### config.mk
export PLATFORM = sky130hd
export DESIGN_NAME = dsw_top
export DESIGN_NICKNAME = d
export VERILOG_FILES = /design/src/verilog/dsw_pkg.sv /design/src/verilog/dsw_sync.sv /design/src/verilog/dsw_switch.sv /design/src/verilog/dsw_top.sv
export SDC_FILE = /design/constraint.sdc
export NUM_CORES = 1
export LEC_CHECK = 0
export BUFFER_PORTS_ARGS = -buffer_cell sky130_fd_sc_hd__buf_2
export CELL_PAD_IN_SITES_DETAIL_PLACEMENT = 2
export CELL_PAD_IN_SITES_GLOBAL_PLACEMENT = 2
export CORE_MARGIN = 8
export CORE_UTILIZATION = 40
export CTS_CLUSTER_DIAMETER = 40
export CTS_CLUSTER_SIZE = 12
export DETAILED_ROUTE_END_ITERATION = 10
export PLACE_DENSITY_LB_ADDON = 0.15
export SLEW_MARGIN = 20
export SYNTH_ARGS = -nofsm -noshare
export SYNTH_HDL_FRONTEND = slang
export SYNTH_SLANG_ARGS = --single-unit
### constraint.sdc
create_clock -name sys_clk -period 11.5 [get_ports sys_clk]
set_clock_uncertainty 0.2 [all_clocks]
set_input_delay 1.15 -clock sys_clk [delete_from_list [all_inputs] [get_ports sys_clk]]
set_output_delay 1.15 -clock sys_clk [all_outputs]
set_load 0.03 [all_outputs]
### src/verilog/dsw_pkg.sv
// Shared constants and types of the distance switch output logic
package dsw_pkg;

	// Widths and counts
	localparam int DSW_DIST_W = 16;
	localparam int DSW_ADDR_W = 8;
	localparam int DSW_DATA_W = 32;
	localparam int DSW_NUM_SW = 2;
	localparam int DSW_STEP_W = 4;

	// Global register offsets (byte addresses)
	localparam logic [7:0] DSW_OFS_CTRL     = 8'h00;
	localparam logic [7:0] DSW_OFS_STATUS   = 8'h04;
	localparam logic [7:0] DSW_OFS_LASTDIST = 8'h08;

	// Per-switch pages: address bits 7:5 pick the switch, bits 4:0 the field
	localparam logic [2:0] DSW_PAGE_SW1 = 3'h1;
	localparam logic [2:0] DSW_PAGE_SW2 = 3'h2;
	localparam logic [4:0] DSW_FLD_CFG      = 5'h00;
	localparam logic [4:0] DSW_FLD_SETPOINT = 5'h04;
	localparam logic [4:0] DSW_FLD_HYST     = 5'h08;
	localparam logic [4:0] DSW_FLD_NEAR     = 5'h0c;
	localparam logic [4:0] DSW_FLD_FAR      = 5'h10;

	// Control register fields
	localparam int DSW_CTRL_SEL_LSB  = 0;
	localparam int DSW_CTRL_SEL_W    = 2;
	localparam int DSW_CTRL_BTN_DIS  = 2;
	localparam int DSW_CTRL_SYNC_MST = 3;
	localparam int DSW_CTRL_SYNC_SLV = 4;

	// Switch configuration fields
	localparam int DSW_CFG_MODE  = 0;
	localparam int DSW_CFG_POL   = 1;
	localparam int DSW_CFG_PWRUP = 2;
	localparam int DSW_CFG_NOTGT = 3;

	// Encodings
	localparam logic [1:0] DSW_SEL_NONE      = 2'h0;
	localparam logic [1:0] DSW_SEL_ONE       = 2'h1;
	localparam logic [1:0] DSW_SEL_TWO       = 2'h2;
	localparam logic       DSW_MODE_SETPOINT = 1'h0;
	localparam logic       DSW_MODE_WINDOW   = 1'h1;

	// Reset values; polarity bit i belongs to switch i (0 = on closer / on in window)
	localparam logic [1:0]            DSW_SEL_RST      = DSW_SEL_NONE;
	localparam logic                  DSW_BTN_DIS_RST  = 1'h0;
	localparam logic                  DSW_SYNC_RST     = 1'h0;
	localparam logic [1:0]            DSW_POL_RST      = 2'h2;
	localparam logic                  DSW_PWRUP_RST    = 1'h0;
	localparam logic                  DSW_NOTGT_RST    = 1'h0;
	localparam logic [DSW_DIST_W-1:0] DSW_SETPOINT_RST = 16'h0100;
	localparam logic [DSW_DIST_W-1:0] DSW_HYST_RST     = 16'h0004;
	localparam logic [DSW_DIST_W-1:0] DSW_FAR_RST      = DSW_SETPOINT_RST + DSW_HYST_RST;

	// Learn step codes
	localparam logic [DSW_STEP_W-1:0] DSW_LEARN_SP1  = 4'h7;
	localparam logic [DSW_STEP_W-1:0] DSW_LEARN_POL1 = 4'h8;
	localparam logic [DSW_STEP_W-1:0] DSW_LEARN_SP2  = 4'h9;
	localparam logic [DSW_STEP_W-1:0] DSW_LEARN_POL2 = 4'ha;

	// Bus answer state
	typedef enum logic {
		DSW_BUS_IDLE = 1'h0,
		DSW_BUS_ACK  = 1'h1
	} dsw_bus_t;

endpackage : dsw_pkg

### src/verilog/dsw_sync.sv
// Two-stage synchroniser for pin inputs
module dsw_sync #(
	parameter int WIDTH = 1
) (
	// Clock and reset
	input  wire logic             sys_clk,
	input  wire logic             rst_n,
	// Asynchronous in, synchronous out
	input  wire logic [WIDTH-1:0] asyncIn,
	output logic      [WIDTH-1:0] syncOut
);
	import dsw_pkg::*;

	logic [WIDTH-1:0] stage1;
	logic [WIDTH-1:0] next_stage1;
	logic [WIDTH-1:0] next_syncOut;

	always_comb begin
		next_stage1  = asyncIn;
		next_syncOut = stage1;
	end

	always_ff @(posedge sys_clk) begin
		if (!rst_n) begin
			stage1  <= '0;
			syncOut <= '0;
		end else begin
			stage1  <= next_stage1;
			syncOut <= next_syncOut;
		end
	end

endmodule : dsw_sync

### src/verilog/dsw_switch.sv
// Decision logic of one switch output
module dsw_switch #(
	parameter int DIST_W = dsw_pkg::DSW_DIST_W
) (
	// Clock and reset
	input  wire logic              sys_clk,
	input  wire logic              rst_n,
	// Measurement results
	input  wire logic              measDone,
	input  wire logic [DIST_W-1:0] measDist,
	input  wire logic              measValid,
	input  wire logic              noTargetExpired,
	// Settings
	input  wire logic              cfgMode,
	input  wire logic              cfgPol,
	input  wire logic              cfgPowerUp,
	input  wire logic              cfgNoTarget,
	input  wire logic [DIST_W-1:0] setpoint,
	input  wire logic [DIST_W-1:0] hysteresis,
	input  wire logic [DIST_W-1:0] windowNear,
	input  wire logic [DIST_W-1:0] windowFar,
	// State
	output logic                   swState,
	output logic                   started
);
	import dsw_pkg::*;

	logic            next_swState;
	logic            next_started;
	logic [DIST_W:0] spPlusHyst;
	logic [DIST_W:0] distPlusHyst;
	logic            inWindow;

	always_comb begin
		spPlusHyst   = {1'b0, setpoint} + {1'b0, hysteresis};
		distPlusHyst = {1'b0, measDist} + {1'b0, hysteresis};
		inWindow     = (measDist >= windowNear) && (measDist <= windowFar);
		next_swState = swState;
		next_started = started;
		if (!started && !measDone) begin
			next_swState = cfgPowerUp;
		end
		if (measDone) begin
			next_started = 1'b1;
			if (measValid) begin
				if (cfgMode == DSW_MODE_WINDOW) begin
					next_swState = inWindow ^ cfgPol;
				end else if (!cfgPol) begin
					// On closer: on at the setpoint, off once back out by the hysteresis
					if (measDist <= setpoint) begin
						next_swState = 1'b1;
					end else if ({1'b0, measDist} >= spPlusHyst) begin
						next_swState = 1'b0;
					end
				end else begin
					if (measDist >= setpoint) begin
						next_swState = 1'b1;
					end else if (distPlusHyst <= {1'b0, setpoint}) begin
						next_swState = 1'b0;
					end
				end
			end else if (noTargetExpired) begin
				next_swState = cfgNoTarget;
			end
		end
	end

	always_ff @(posedge sys_clk) begin
		if (!rst_n) begin
			swState <= 1'b0;
			started <= 1'b0;
		end else begin
			swState <= next_swState;
			started <= next_started;
		end
	end
endmodule : dsw_switch

### src/verilog/dsw_top.sv
// Distance switch output logic with Avalon-MM register access
// Contract
// - Setpoint mode: on at setpoint, off only after moving back by the hysteresis.
// - Window mode: state follows whether distance lies between near and far limits.
// - Setpoint polarity picks on-closer or on-farther; switch one closer, two farther.
// - Window polarity picks on or off while the target is inside the window.
// - Each switch holds its power-up level, default off, until the first measurement.
// - Setpoint is the off-to-on distance; learn 7 captures switch one, 9 switch two.
// - Learn 8 inverts switch one polarity, learn 10 inverts switch two polarity.
// - A control bit can disable the learn button; it defaults to enabled.
// - Learn button always works in sync master or sync slave operation.
// - Zero, one or two outputs selectable, default none; switch one on line one.
// - Per-switch level applied when no target seen for the qualifying period.
// - Learning a new near limit shifts the far limit to keep window width.
//
// Local design decisions: the Avalon-MM interface to the registers and the register addresses.
module dsw_top #(
	parameter int DIST_W = dsw_pkg::DSW_DIST_W
) (
	// Clock and reset
	input  wire logic                                sys_clk,
	input  wire logic                                rst_n,
	// Avalon-MM slave
	input  wire logic [dsw_pkg::DSW_ADDR_W-1:0]      avsAddress,
	input  wire logic                                avsRead,
	input  wire logic                                avsWrite,
	input  wire logic [dsw_pkg::DSW_DATA_W-1:0]      avsWritedata,
	output logic      [dsw_pkg::DSW_DATA_W-1:0]      avsReaddata,
	output logic                                     avsWaitrequest,
	// Measurement engine
	input  wire logic                                measDone,
	input  wire logic [DIST_W-1:0]                   measDist,
	input  wire logic                                measValid,
	input  wire logic                                noTargetExpired,
	// Learn push-button front end (pins)
	input  wire logic                                learnPinStrobe,
	input  wire logic [dsw_pkg::DSW_STEP_W-1:0]      learnPinStep,
	// Switch output lines
	output logic                                     swLineOne,
	output logic                                     swLineTwo
);
	import dsw_pkg::*;

	localparam int NSW = DSW_NUM_SW;

	// Control state
	logic [1:0]        outSelect;
	logic              buttonDisable;
	logic              syncMaster;
	logic              syncSlave;
	logic [NSW-1:0]    cfgMode;
	logic [NSW-1:0]    cfgPol;
	logic [NSW-1:0]    cfgPowerUp;
	logic [NSW-1:0]    cfgNoTarget;
	logic [DIST_W-1:0] setpoint   [NSW];
	logic [DIST_W-1:0] hysteresis [NSW];
	logic [DIST_W-1:0] windowNear [NSW];
	logic [DIST_W-1:0] windowFar  [NSW];
	logic [1:0]        next_outSelect;
	logic              next_buttonDisable;
	logic              next_syncMaster;
	logic              next_syncSlave;
	logic [NSW-1:0]    next_cfgMode;
	logic [NSW-1:0]    next_cfgPol;
	logic [NSW-1:0]    next_cfgPowerUp;
	logic [NSW-1:0]    next_cfgNoTarget;
	logic [DIST_W-1:0] next_setpoint   [NSW];
	logic [DIST_W-1:0] next_hysteresis [NSW];
	logic [DIST_W-1:0] next_windowNear [NSW];
	logic [DIST_W-1:0] next_windowFar  [NSW];

	// Last valid distance, used by learn capture
	logic              haveDist;
	logic [DIST_W-1:0] lastDist;
	logic              next_haveDist;
	logic [DIST_W-1:0] next_lastDist;

	// Learn front end
	logic [DSW_STEP_W:0] learnSync;
	logic                learnPrev;
	logic                next_learnPrev;
	logic                learnRise;
	logic                learnAllowed;
	logic                learnFire;
	logic [DSW_STEP_W-1:0] learnStep;

	// Bus
	dsw_bus_t                busState;
	dsw_bus_t                next_busState;
	logic                    next_avsWaitrequest;
	logic [DSW_DATA_W-1:0]   next_avsReaddata;
	logic                    wrCommit;

	// Switches and lines
	logic [NSW-1:0] swState;
	logic [NSW-1:0] swStarted;
	logic           next_swLineOne;
	logic           next_swLineTwo;

	// Switch index of a per-switch page, or NSW when not a switch page
	function automatic int swIndex(input logic [DSW_ADDR_W-1:0] addr);
		if (addr[7:5] == DSW_PAGE_SW1) begin
			return 0;
		end
		if (addr[7:5] == DSW_PAGE_SW2) begin
			return 1;
		end
		return NSW;
	endfunction : swIndex

	// Zero-extend a distance into a bus word
	function automatic logic [DSW_DATA_W-1:0] distWord(input logic [DIST_W-1:0] d);
		return {{(DSW_DATA_W-DIST_W){1'b0}}, d};
	endfunction : distWord

	// Read mux; unmapped addresses read as zero
	function automatic logic [DSW_DATA_W-1:0] regRead(input logic [DSW_ADDR_W-1:0] addr);
		logic [DSW_DATA_W-1:0] r;
		int                    i;
		r = '0;
		i = swIndex(addr);
		if (addr == DSW_OFS_CTRL) begin
			r[DSW_CTRL_SEL_LSB +: DSW_CTRL_SEL_W] = outSelect;
			r[DSW_CTRL_BTN_DIS]  = buttonDisable;
			r[DSW_CTRL_SYNC_MST] = syncMaster;
			r[DSW_CTRL_SYNC_SLV] = syncSlave;
		end else if (addr == DSW_OFS_STATUS) begin
			r[1:0] = swState;
			r[3:2] = swStarted;
			r[4]   = swLineOne;
			r[5]   = swLineTwo;
			r[6]   = learnAllowed;
		end else if (addr == DSW_OFS_LASTDIST) begin
			r       = distWord(lastDist);
			r[31]   = haveDist;
		end else if (i < NSW) begin
			case (addr[4:0])
				DSW_FLD_CFG: begin
					r[DSW_CFG_MODE]  = cfgMode[i];
					r[DSW_CFG_POL]   = cfgPol[i];
					r[DSW_CFG_PWRUP] = cfgPowerUp[i];
					r[DSW_CFG_NOTGT] = cfgNoTarget[i];
				end
				DSW_FLD_SETPOINT: r = distWord(setpoint[i]);
				DSW_FLD_HYST:     r = distWord(hysteresis[i]);
				DSW_FLD_NEAR:     r = distWord(windowNear[i]);
				DSW_FLD_FAR:      r = distWord(windowFar[i]);
				default:          r = '0;
			endcase
		end
		return r;
	endfunction : regRead

	// Step code settles before the strobe, so sampling it on the synced strobe edge is safe
	dsw_sync #(
		.WIDTH (DSW_STEP_W + 1)
	) uLearnSync (
		.sys_clk (sys_clk),
		.rst_n   (rst_n),
		.asyncIn ({learnPinStrobe, learnPinStep}),
		.syncOut (learnSync)
	);

	always_comb begin
		next_learnPrev = learnSync[DSW_STEP_W];
		learnRise      = learnSync[DSW_STEP_W] && !learnPrev;
		learnStep      = learnSync[DSW_STEP_W-1:0];
		learnAllowed   = !buttonDisable || syncMaster || syncSlave;
		learnFire      = learnRise && learnAllowed;
	end

	// Bus answer: waitrequest drops one cycle after the request, write commits at the next edge, where it is sampled low
	always_comb begin
		next_busState       = busState;
		next_avsWaitrequest = 1'b1;
		next_avsReaddata    = avsReaddata;
		wrCommit            = 1'b0;
		case (busState)
			DSW_BUS_IDLE: begin
				if (avsRead || avsWrite) begin
					next_busState       = DSW_BUS_ACK;
					next_avsWaitrequest = 1'b0;
					next_avsReaddata    = avsRead ? regRead(avsAddress) : '0;
				end
			end
			DSW_BUS_ACK: begin
				wrCommit      = avsWrite;
				next_busState = DSW_BUS_IDLE;
			end
			default: begin
				next_busState = DSW_BUS_IDLE;
			end
		endcase
	end

	// Settings: software writes first, learn applied after so it wins on a clash
	always_comb begin
		int                i;
		logic [DIST_W-1:0] shift;
		i                  = swIndex(avsAddress);
		shift              = '0;
		next_outSelect     = outSelect;
		next_buttonDisable = buttonDisable;
		next_syncMaster    = syncMaster;
		next_syncSlave     = syncSlave;
		next_cfgMode       = cfgMode;
		next_cfgPol        = cfgPol;
		next_cfgPowerUp    = cfgPowerUp;
		next_cfgNoTarget   = cfgNoTarget;
		next_setpoint      = setpoint;
		next_hysteresis    = hysteresis;
		next_windowNear    = windowNear;
		next_windowFar     = windowFar;
		if (wrCommit) begin
			if (avsAddress == DSW_OFS_CTRL) begin
				next_outSelect     = avsWritedata[DSW_CTRL_SEL_LSB +: DSW_CTRL_SEL_W];
				next_buttonDisable = avsWritedata[DSW_CTRL_BTN_DIS];
				next_syncMaster    = avsWritedata[DSW_CTRL_SYNC_MST];
				next_syncSlave     = avsWritedata[DSW_CTRL_SYNC_SLV];
			end else if (i < NSW) begin
				case (avsAddress[4:0])
					DSW_FLD_CFG: begin
						next_cfgMode[i]     = avsWritedata[DSW_CFG_MODE];
						next_cfgPol[i]      = avsWritedata[DSW_CFG_POL];
						next_cfgPowerUp[i]  = avsWritedata[DSW_CFG_PWRUP];
						next_cfgNoTarget[i] = avsWritedata[DSW_CFG_NOTGT];
					end
					DSW_FLD_SETPOINT: next_setpoint[i]   = avsWritedata[DIST_W-1:0];
					DSW_FLD_HYST:     next_hysteresis[i] = avsWritedata[DIST_W-1:0];
					DSW_FLD_NEAR:     next_windowNear[i] = avsWritedata[DIST_W-1:0];
					DSW_FLD_FAR:      next_windowFar[i]  = avsWritedata[DIST_W-1:0];
					default: begin
					end
				endcase
			end
		end
		if (learnFire) begin
			case (learnStep)
				DSW_LEARN_POL1: next_cfgPol[0] = !cfgPol[0];
				DSW_LEARN_POL2: next_cfgPol[1] = !cfgPol[1];
				default: begin
				end
			endcase
			// Capture is skipped until a valid distance has been seen
			for (int k = 0; k < NSW; k++) begin
				if (haveDist && learnStep == (k == 0 ? DSW_LEARN_SP1 : DSW_LEARN_SP2)) begin
					shift              = lastDist - windowNear[k];
					next_setpoint[k]   = lastDist;
					next_windowNear[k] = lastDist;
					next_windowFar[k]  = windowFar[k] + shift;
				end
			end
		end
	end

	always_comb begin
		next_haveDist = haveDist;
		next_lastDist = lastDist;
		if (measDone && measValid) begin
			next_haveDist = 1'b1;
			next_lastDist = measDist;
		end
		next_swLineOne = (outSelect >= DSW_SEL_ONE) && swState[0];
		next_swLineTwo = (outSelect >= DSW_SEL_TWO) && swState[1];
	end

	always_ff @(posedge sys_clk) begin
		if (!rst_n) begin
			busState       <= DSW_BUS_IDLE;
			avsWaitrequest <= 1'b1;
			avsReaddata    <= '0;
			learnPrev      <= 1'b0;
			outSelect      <= DSW_SEL_RST;
			buttonDisable  <= DSW_BTN_DIS_RST;
			syncMaster     <= DSW_SYNC_RST;
			syncSlave      <= DSW_SYNC_RST;
			cfgMode        <= {NSW{DSW_MODE_SETPOINT}};
			cfgPol         <= DSW_POL_RST;
			cfgPowerUp     <= {NSW{DSW_PWRUP_RST}};
			cfgNoTarget    <= {NSW{DSW_NOTGT_RST}};
			for (int k = 0; k < NSW; k++) begin
				setpoint[k]   <= DSW_SETPOINT_RST;
				hysteresis[k] <= DSW_HYST_RST;
				windowNear[k] <= DSW_SETPOINT_RST;
				windowFar[k]  <= DSW_FAR_RST;
			end
			haveDist       <= 1'b0;
			lastDist       <= '0;
			swLineOne      <= 1'b0;
			swLineTwo      <= 1'b0;
		end else begin
			busState       <= next_busState;
			avsWaitrequest <= next_avsWaitrequest;
			avsReaddata    <= next_avsReaddata;
			learnPrev      <= next_learnPrev;
			outSelect      <= next_outSelect;
			buttonDisable  <= next_buttonDisable;
			syncMaster     <= next_syncMaster;
			syncSlave      <= next_syncSlave;
			cfgMode        <= next_cfgMode;
			cfgPol         <= next_cfgPol;
			cfgPowerUp     <= next_cfgPowerUp;
			cfgNoTarget    <= next_cfgNoTarget;
			setpoint       <= next_setpoint;
			hysteresis     <= next_hysteresis;
			windowNear     <= next_windowNear;
			windowFar      <= next_windowFar;
			haveDist       <= next_haveDist;
			lastDist       <= next_lastDist;
			swLineOne      <= next_swLineOne;
			swLineTwo      <= next_swLineTwo;
		end
	end

	for (genvar g = 0; g < NSW; g++) begin : gSwitch
		dsw_switch #(
			.DIST_W (DIST_W)
		) uSwitch (
			.sys_clk         (sys_clk),
			.rst_n           (rst_n),
			.measDone        (measDone),
			.measDist        (measDist),
			.measValid       (measValid),
			.noTargetExpired (noTargetExpired),
			.cfgMode         (cfgMode[g]),
			.cfgPol          (cfgPol[g]),
			.cfgPowerUp      (cfgPowerUp[g]),
			.cfgNoTarget     (cfgNoTarget[g]),
			.setpoint        (setpoint[g]),
			.hysteresis      (hysteresis[g]),
			.windowNear      (windowNear[g]),
			.windowFar       (windowFar[g]),
			.swState         (swState[g]),
			.started         (swStarted[g])
		);
	end
endmodule : dsw_top

==> flow_summary_export.csv, run 1 <==
group,metric,value,unit
sta,tightest_slew,1.18,ns
pwr,leakage,7.92,nW
sta,rsz0062_at_grt,"false",
run,maxCapViolations,0,
die,die_h,225,um
hold_path,min_path_cells,1,
die,die_w,225,um
die,die_area,50500,um^2
drt,antenna_left,0,
clock_network,cts_tree,"yes",
critical_path,worstRegToRegCells,17,
die,pin_count,103,
sta,fin_crit_sh,0.466,
sta,hold_ws,0.240,ns
placed_design,dp_hpwl,59200,um
pwr,p_seq_frac,0.413,
hold_path,hold_path.class,"flip-flop to flip-flop",
pwr,p_per_area,87.9,nW/um^2
synthesis,seq_area_frac_synth,0.222,
layout,final_area,18900,um^2
sta,setup_viol,0,
synthesis,synth_seq_cells,193,
clock_network,cts_max_path_buffers,2,
global_routing,grt_max_degree,84,
status,run_status,"finished, final reports clean",
global_routing,grtUsageMet1,0.364,
sta,final_hold_viol_count,0,
die,core_area,43100,um^2
global_routing,grt_use_met3,0.0306,
drt,vias_per_cell,6.12,
pwr,combPwrFrac,0.198,
die,start_util,0.404,
clock_network,cts_resized,0,
critical_path,arrival,5.48,ns
clock_network,cts_root_buf,"clkbuf_16",
drt,drtIter0Drc,1099,
synthesis,synth_warnings,0,
global_routing,grt_pass1_wl,114000,um
pwr,p_int,1.11,mW
layout,drive_above_1_share,0.0693,
clock_network,htreeDepth,4,
layout,multi_input_area,12400,um^2
sta,slew_headroom,0.215,
sta,min_period,5.36,ns
critical_path,slowest_delay,0.69,ns
pwr,pwr-share-clk,0.389,
placed_design,dp_slack,5.85,ns
layout,seq_area,3860,um^2
clock_network,cts_made_buffers,17,
synthesis,synth_area,17400,um^2
layout,fill_cells,5003,
drt,wl,76300,um
clock_network,clk_pin_slew,0.08,ns
synthesis,ys_types,80,
sta,postLayoutSetupSlackWorst,6.14,ns
synthesis,synth_ff_type,"dfxtp_1",
layout,stdcell_count,2894,
global_routing,grtUsageMet2,0.519,
clock_network,holdBufCountCts,0,
drt,route.detailed.drc,0,
pwr,switching_power,0.550,mW
sta,setup_tns,0,ns
die,num_rows,76,
drt,dr_total_vias,17700,
pwr,vdd_ir_drop_max,0.113,mV
sta,timing.fmax,0.186,GHz
critical_path,crit_chain,"ha_1 -> fa_1 -> a211oi_1 -> nor2_1 -> o311ai_0 -> a21oi_1 -> a21oi_1 -> o21ai_0 -> xnor2_1 -> ha_1 -> a21oi_1 -> o21ai_0 -> a22oi_1 -> o21ai_0 -> o211ai_1 -> a211oi_1 -> o31ai_1",
clock_network,clkLatencyLatePin,0.49,ns
clock_network,clock_sinks,193,
synthesis,synth-async-reset-ratio,0,
synthesis,synth_cells,2281,
layout,n_antenna_cell,0,
global_routing,antenna_found_initial,1,
critical_path,cp-start-kind,"flip-flop",
drt,wl_per_cell,26.3,um
placed_design,port_buffers,71,
synthesis,syn_avg_cell_area,7.64,um^2
drt,drt_pass1_iterations,5,
pwr,switching_share,0.332,
critical_path,critPathSlowestCell,"o311ai_0",
synthesis,synth-edff-count,0,
global_routing,grt_usage,0.297,
placed_design,dpl.cell_count,2861,
critical_path,path_class,"flip-flop to flip-flop",
sta,drv_slew,0,
placed_design,place_congestion,0.896,
critical_path,required,11.62,ns
critical_path,end_kind,"flip-flop",
clock_network,post_cts.repair.setup_buffers,0,
critical_path,worstPathMaxFanout,5,
layout,nets,2654,
global_routing,grt-busiest-layer,"met2",
global_routing,grt_pass1_vias,19100,
layout,area_growth_syn_to_layout,8.30,%
placed_design,placed_area,18200,um^2
global_routing,grt-ovfl-total,0,
==> worst max-delay path: cells and delay by family (launching register included) <==
kind            cells  cell delay (ns)
compound gates     12             3.22
fa+ha+maj           3             1.04
simple gates        1             0.11
xor+xnor            1             0.16
flops               1             0.46
==> Yosys cell counts (all sizes together), types with 5 or more instances <==
library cell / number / share of area
nand2: 340 / 0.073
ha: 256 / 0.18
a21oi: 223 / 0.064
inv: 200 / 0.043
dfxtp: 193 / 0.22
nor2: 171 / 0.037
o21ai: 116 / 0.033
clkbuf: 83 / 0.018
a31oi: 72 / 0.026
xnor2: 57 / 0.029
mux2i: 50 / 0.029
fa: 34 / 0.039
nor3: 32 / 0.0095
a21o: 31 / 0.013
nand3: 30 / 0.0086
a211oi: 28 / 0.012
o22ai: 28 / 0.010
o21a: 27 / 0.012
buf: 26 / 0.0096
nor2b: 24 / 0.0090
nand4: 23 / 0.0083
xor2: 22 / 0.011
o211ai: 18 / 0.0078
and2: 17 / 0.0061
and3: 17 / 0.0061
nand2b: 16 / 0.0057
a221oi: 11 / 0.0055
mux2: 9 / 0.0058
o21bai: 8 / 0.0034
nor3b: 7 / 0.0033
or2: 7 / 0.0025
a211o: 6 / 0.0030
a22oi: 6 / 0.0026
nand3b: 6 / 0.0026
o2111ai: 6 / 0.0034
o311ai: 6 / 0.0030
a2111oi: 5 / 0.0025
or3: 5 / 0.0018
==> placed cells by master (no fill, tap or decap), drive strengths merged, types with 30 or more instances in the layout <==
cell type,synthesis,layout
fa,34,34
nand3,30,30
ha,256,256
nor3,32,32
a21oi,223,223
nand2,340,340
a21o,31,31
mux2i,50,50
inv,200,206
o21ai,116,116
a31oi,72,72
buf,26,91
xnor2,57,57
dfxtp,193,193
nor2,171,171
==> sequential cells by signal, summed over array words and instances, names as in the netlist, 2 cells and up <==
| signal | count |
|---|---|
| hysteresis | 32 |
| cfgNoTarget | 2 |
| uLearnSync.syncOut | 5 |
| cfgPol | 2 |
| avsReaddata | 17 |
| cfgMode | 2 |
| lastDist | 16 |
| cfgPowerUp | 2 |
| windowNear | 32 |
| gSwitch.uSwitch.swState | 2 |
| windowFar | 32 |
| outSelect | 2 |
| setpoint | 32 |
| uLearnSync.next_syncOut | 5 |
==> cell families after synthesis <==
kind of cell	Yosys count	synth area share
simple gates	711	0.181
mux	61	0.0371
xor+xnor	79	0.0397
flops	193	0.222
other cells	1	0.000215
buf+inv	309	0.0706
compound gates	637	0.227
fa+ha+maj	290	0.223
==> layout make-up <==
cell class,instances,share of cell area
Timing Repair Buffer,91,0.0270
Clock buffer,18,0.0233
Clock inverter,14,0.00882
Sequential cell,193,0.205
Inverter,200,0.0399
Multi-Input combinational cell,1793,0.657
Tap cell,585,0.0388
==> final timing paths <==
path / startpoint / slack, ns / endpoint
hold / removal: uLearnSync.next_syncOut[1] / 0.24 / uLearnSync.syncOut[1]
setup reg to reg: setpoint[0] / 6.14 / gSwitch[1].uSwitch.swState
hold reg to reg: uLearnSync.next_syncOut[1] / 0.24 / uLearnSync.syncOut[1]
setup / recovery: setpoint[0] / 6.14 / gSwitch[1].uSwitch.swState
==> metrics by stage <==
stage | util | power, mW
after detailed placement | 0.424 | 1.02
final | 0.438 | 1.66
after floorplan | - | 0.907
after global placement | 0.424 | 1.01
after global routing | 0.438 | 1.72
after CTS | 0.438 | 1.66
==> power by group through the flow <==
stage	clock network [mW]	logic (mW)	registers (mW)
floorplan	0	0.213	0.695
global placement	0	0.306	0.699
detailed placement	0	0.321	0.699
CTS	0.654	0.326	0.684
global route	0.677	0.356	0.684
finish	0.646	0.328	0.684
==> routing by layer <==
metal | vias up | share of wire
met5 | - | 0.00017
met3 | 152 | 0.045
met1 | 8997 | 0.43
met4 | 2 | 0.041
li1 | 8030 | -
met2 | 527 | 0.49
No activity file was read; power rests on OpenSTA's default activity.
==> run 2, diff against run 1 <==
--- a/config.mk
+++ b/config.mk
@@ -9,7 +9,7 @@
 export CELL_PAD_IN_SITES_DETAIL_PLACEMENT = 2
 export CELL_PAD_IN_SITES_GLOBAL_PLACEMENT = 2
 export CORE_MARGIN = 8
-export CORE_UTILIZATION = 40
+export CORE_UTILIZATION = 37
 export CTS_CLUSTER_DIAMETER = 40
 export CTS_CLUSTER_SIZE = 12
 export DETAILED_ROUTE_END_ITERATION = 10
==> constraint.sdc (replaced) <==
create_clock -name sys_clk -period 5.4 [get_ports sys_clk]
set_clock_uncertainty 0.2 [all_clocks]
set_input_delay 0.54 -clock sys_clk [delete_from_list [all_inputs] [get_ports sys_clk]]
set_output_delay 0.54 -clock sys_clk [all_outputs]
set_load 0.03 [all_outputs]
==> run 2 against run 1 <==
Clock-buffer cell count shrank 1. Global-route usage is 1.1 points lower. Register-to-register slack lost 5.5 ns. Clock power rose by 120%. Sequential share of layout area fell by 0.11 points. Routed wire length rose by 2.6%. Hold slack got worse by 0.18 ns. Via count is 0.75% lower. First-iteration DRC count down 7.7%. Cell count grew 0.97%. Largest power group unchanged.
==> flow_summary_export.csv, run 2 (synthesized netlist as in run 1, its figures left out) <==
group,metric,value,unit
status,run_status,"finished, final reports clean",
sta,setup_tns,0,ns
die,start_util,0.374,
placed_design,place_congestion,0.924,
clock_network,cts_made_buffers,17,
clock_network,holdBufCountCts,0,
run,maxCapViolations,0,
layout,n_antenna_cell,0,
critical_path,r2r_setup_slack,0.66,ns
placed_design,port_buffers,71,
sta,fin_crit_sh,0.877,
clock_network,cts_resized,0,
sta,final_hold_viol_count,0,
die,core_area,46600,um^2
die,pin_count,103,
drt,wl_per_cell,26.8,um
die,die_w,233,um
pwr,p_per_area,188,nW/um^2
sta,rsz0062_at_grt,"false",
critical_path,cp-start-kind,"flip-flop",
drt,dr_total_vias,17600,
layout,area_growth_syn_to_layout,8.88,%
drt,route.detailed.drc,0,
global_routing,grt-ovfl-total,0,
drt,antenna_left,0,
sta,hold_ws,0.0584,ns
clock_network,clk_pin_slew,0.10,ns
critical_path,path_class,"flip-flop to flip-flop",
hold_path,min_from,"learnPinStep[1]",
layout,drive_above_1_share,0.0721,
hold_path,min_path_cells,2,
global_routing,grt_max_degree,83,
sta,setup_viol,0,
critical_path,end_kind,"flip-flop",
clock_network,cts_root_buf,"clkbuf_16",
sta,postLayoutSetupSlackWorst,0.662,ns
critical_path,worstRegToRegCells,17,
sta,timing.fmax,0.211,GHz
clock_network,clock_sinks,193,
critical_path,rr_endpoint,"gSwitch[1].uSwitch.swState",
drt,vias_per_cell,6.01,
layout,stdcell_count,2922,
placed_design,dp_hpwl,62000,um
drt,wl,78200,um
critical_path,arrival,4.95,ns
critical_path,worstPathMaxFanout,4,
global_routing,grt_usage,0.286,
clock_network,post_cts.repair.setup_buffers,0,
global_routing,antenna_found_initial,0,
clock_network,cts_max_path_buffers,2,
placed_design,dpl.cell_count,2890,
clock_network,cts_tree,"yes",
drt,drt_pass1_iterations,5,
clock_network,clkLatencyLatePin,0.49,ns
pwr,total_power,3.56,mW
global_routing,grt_pass1_wl,117000,um
die,die_area,54300,um^2
hold_path,hold_path.class,"primary input to flip-flop",
hold_path,whs_endpoint,"uLearnSync.next_syncOut[1]",
clock_network,htreeDepth,4,
die,die_h,233,um
sta,slew_headroom,0.291,
layout,final_common_cell,"nand2_1",
layout,nets,2660,
critical_path,crit-reg2reg-launch,"hysteresis[0]",
placed_design,dp_slack,0.682,ns
global_routing,grt_pass1_vias,19200,
sta,tightest_slew,1.06,ns
die,num_rows,79,
pwr,vdd_ir_drop_max,0.145,mV
sta,min_period,4.74,ns
critical_path,required,5.62,ns
pwr,leakage,7.96,nW
sta,drv_slew,0,
layout,final_cell_mix,"339 x nand2_1, 256 x ha_1, 222 x a21oi_1, 199 x inv_1, 193 x dfxtp_1",
drt,drtIter0Drc,1014,
==> run 2: cell types whose count changed in the layout (fill, tap and decap cells not counted), moves of 2 or more <==
cell / change
clkinv_8: +2
buf_4: +6
nor2_2: +2
nor2_1: -2
==> run 2: through the flow <==
stage	cell area, um^2	util
final	19000	0.407
after global routing	19000	0.407
after CTS	19000	0.407
after detailed placement	18400	0.394
after global placement	18300	0.394
after floorplan	17500	-
==> run 2: layer usage <==
layer | routed length (um) | track usage | vias to the layer above
met5 | 0 | 0 | -
met2 | 38200 | 0.499 | 469
met1 | 33400 | 0.352 | 8905
met4 | 3070 | 0.119 | 0
li1 | - | - | 8050
met3 | 3520 | 0.0334 | 151
==> run 2: critical path, cell delays in order (launching register included) <==
cell and delay [ns]:
dfxtp_1 0.36, ha_1 0.24, fa_1 0.44, a211oi_1 0.30, nor2_1 0.12, o311ai_0 0.56, a21oi_1 0.28, a21oi_1 0.28
o21ai_0 0.13, xnor2_1 0.16, ha_1 0.32, a21oi_1 0.15, o21ai_0 0.11, a22oi_1 0.14, o21ai_0 0.15, o211ai_1 0.37
a211oi_1 0.14, o31ai_1 0.22
==> run 2: final cells by class <==
type,count,area [um^2]
Multi-Input combinational cell,1793,12400
Sequential cell,193,3860
Timing Repair Buffer,97,563
Fill cell,5491,27600
Tap cell,607,759
Inverter,200,752
Clock buffer,17,425
Clock inverter,15,190
==> run 2: report_power, final <==
| part | internal, mW | switching [mW] |
|---|---|---|
| Combinational | 0.252 | 0.459 |
| Clock | 0.669 | 0.721 |
| Sequential | 1.44 | 0.0222 |
==> run 2: worst max-delay path by stage <==
stage	start	to
after detailed placement	hysteresis[0]	gSwitch[1].uSwitch.swState
after global placement	hysteresis[0]	gSwitch[1].uSwitch.swState
after CTS	hysteresis[0]	gSwitch[1].uSwitch.swState
after floorplan	hysteresis[0]	gSwitch[1].uSwitch.swState
after global routing	hysteresis[0]	gSwitch[1].uSwitch.swState
final	hysteresis[0]	gSwitch[1].uSwitch.swState
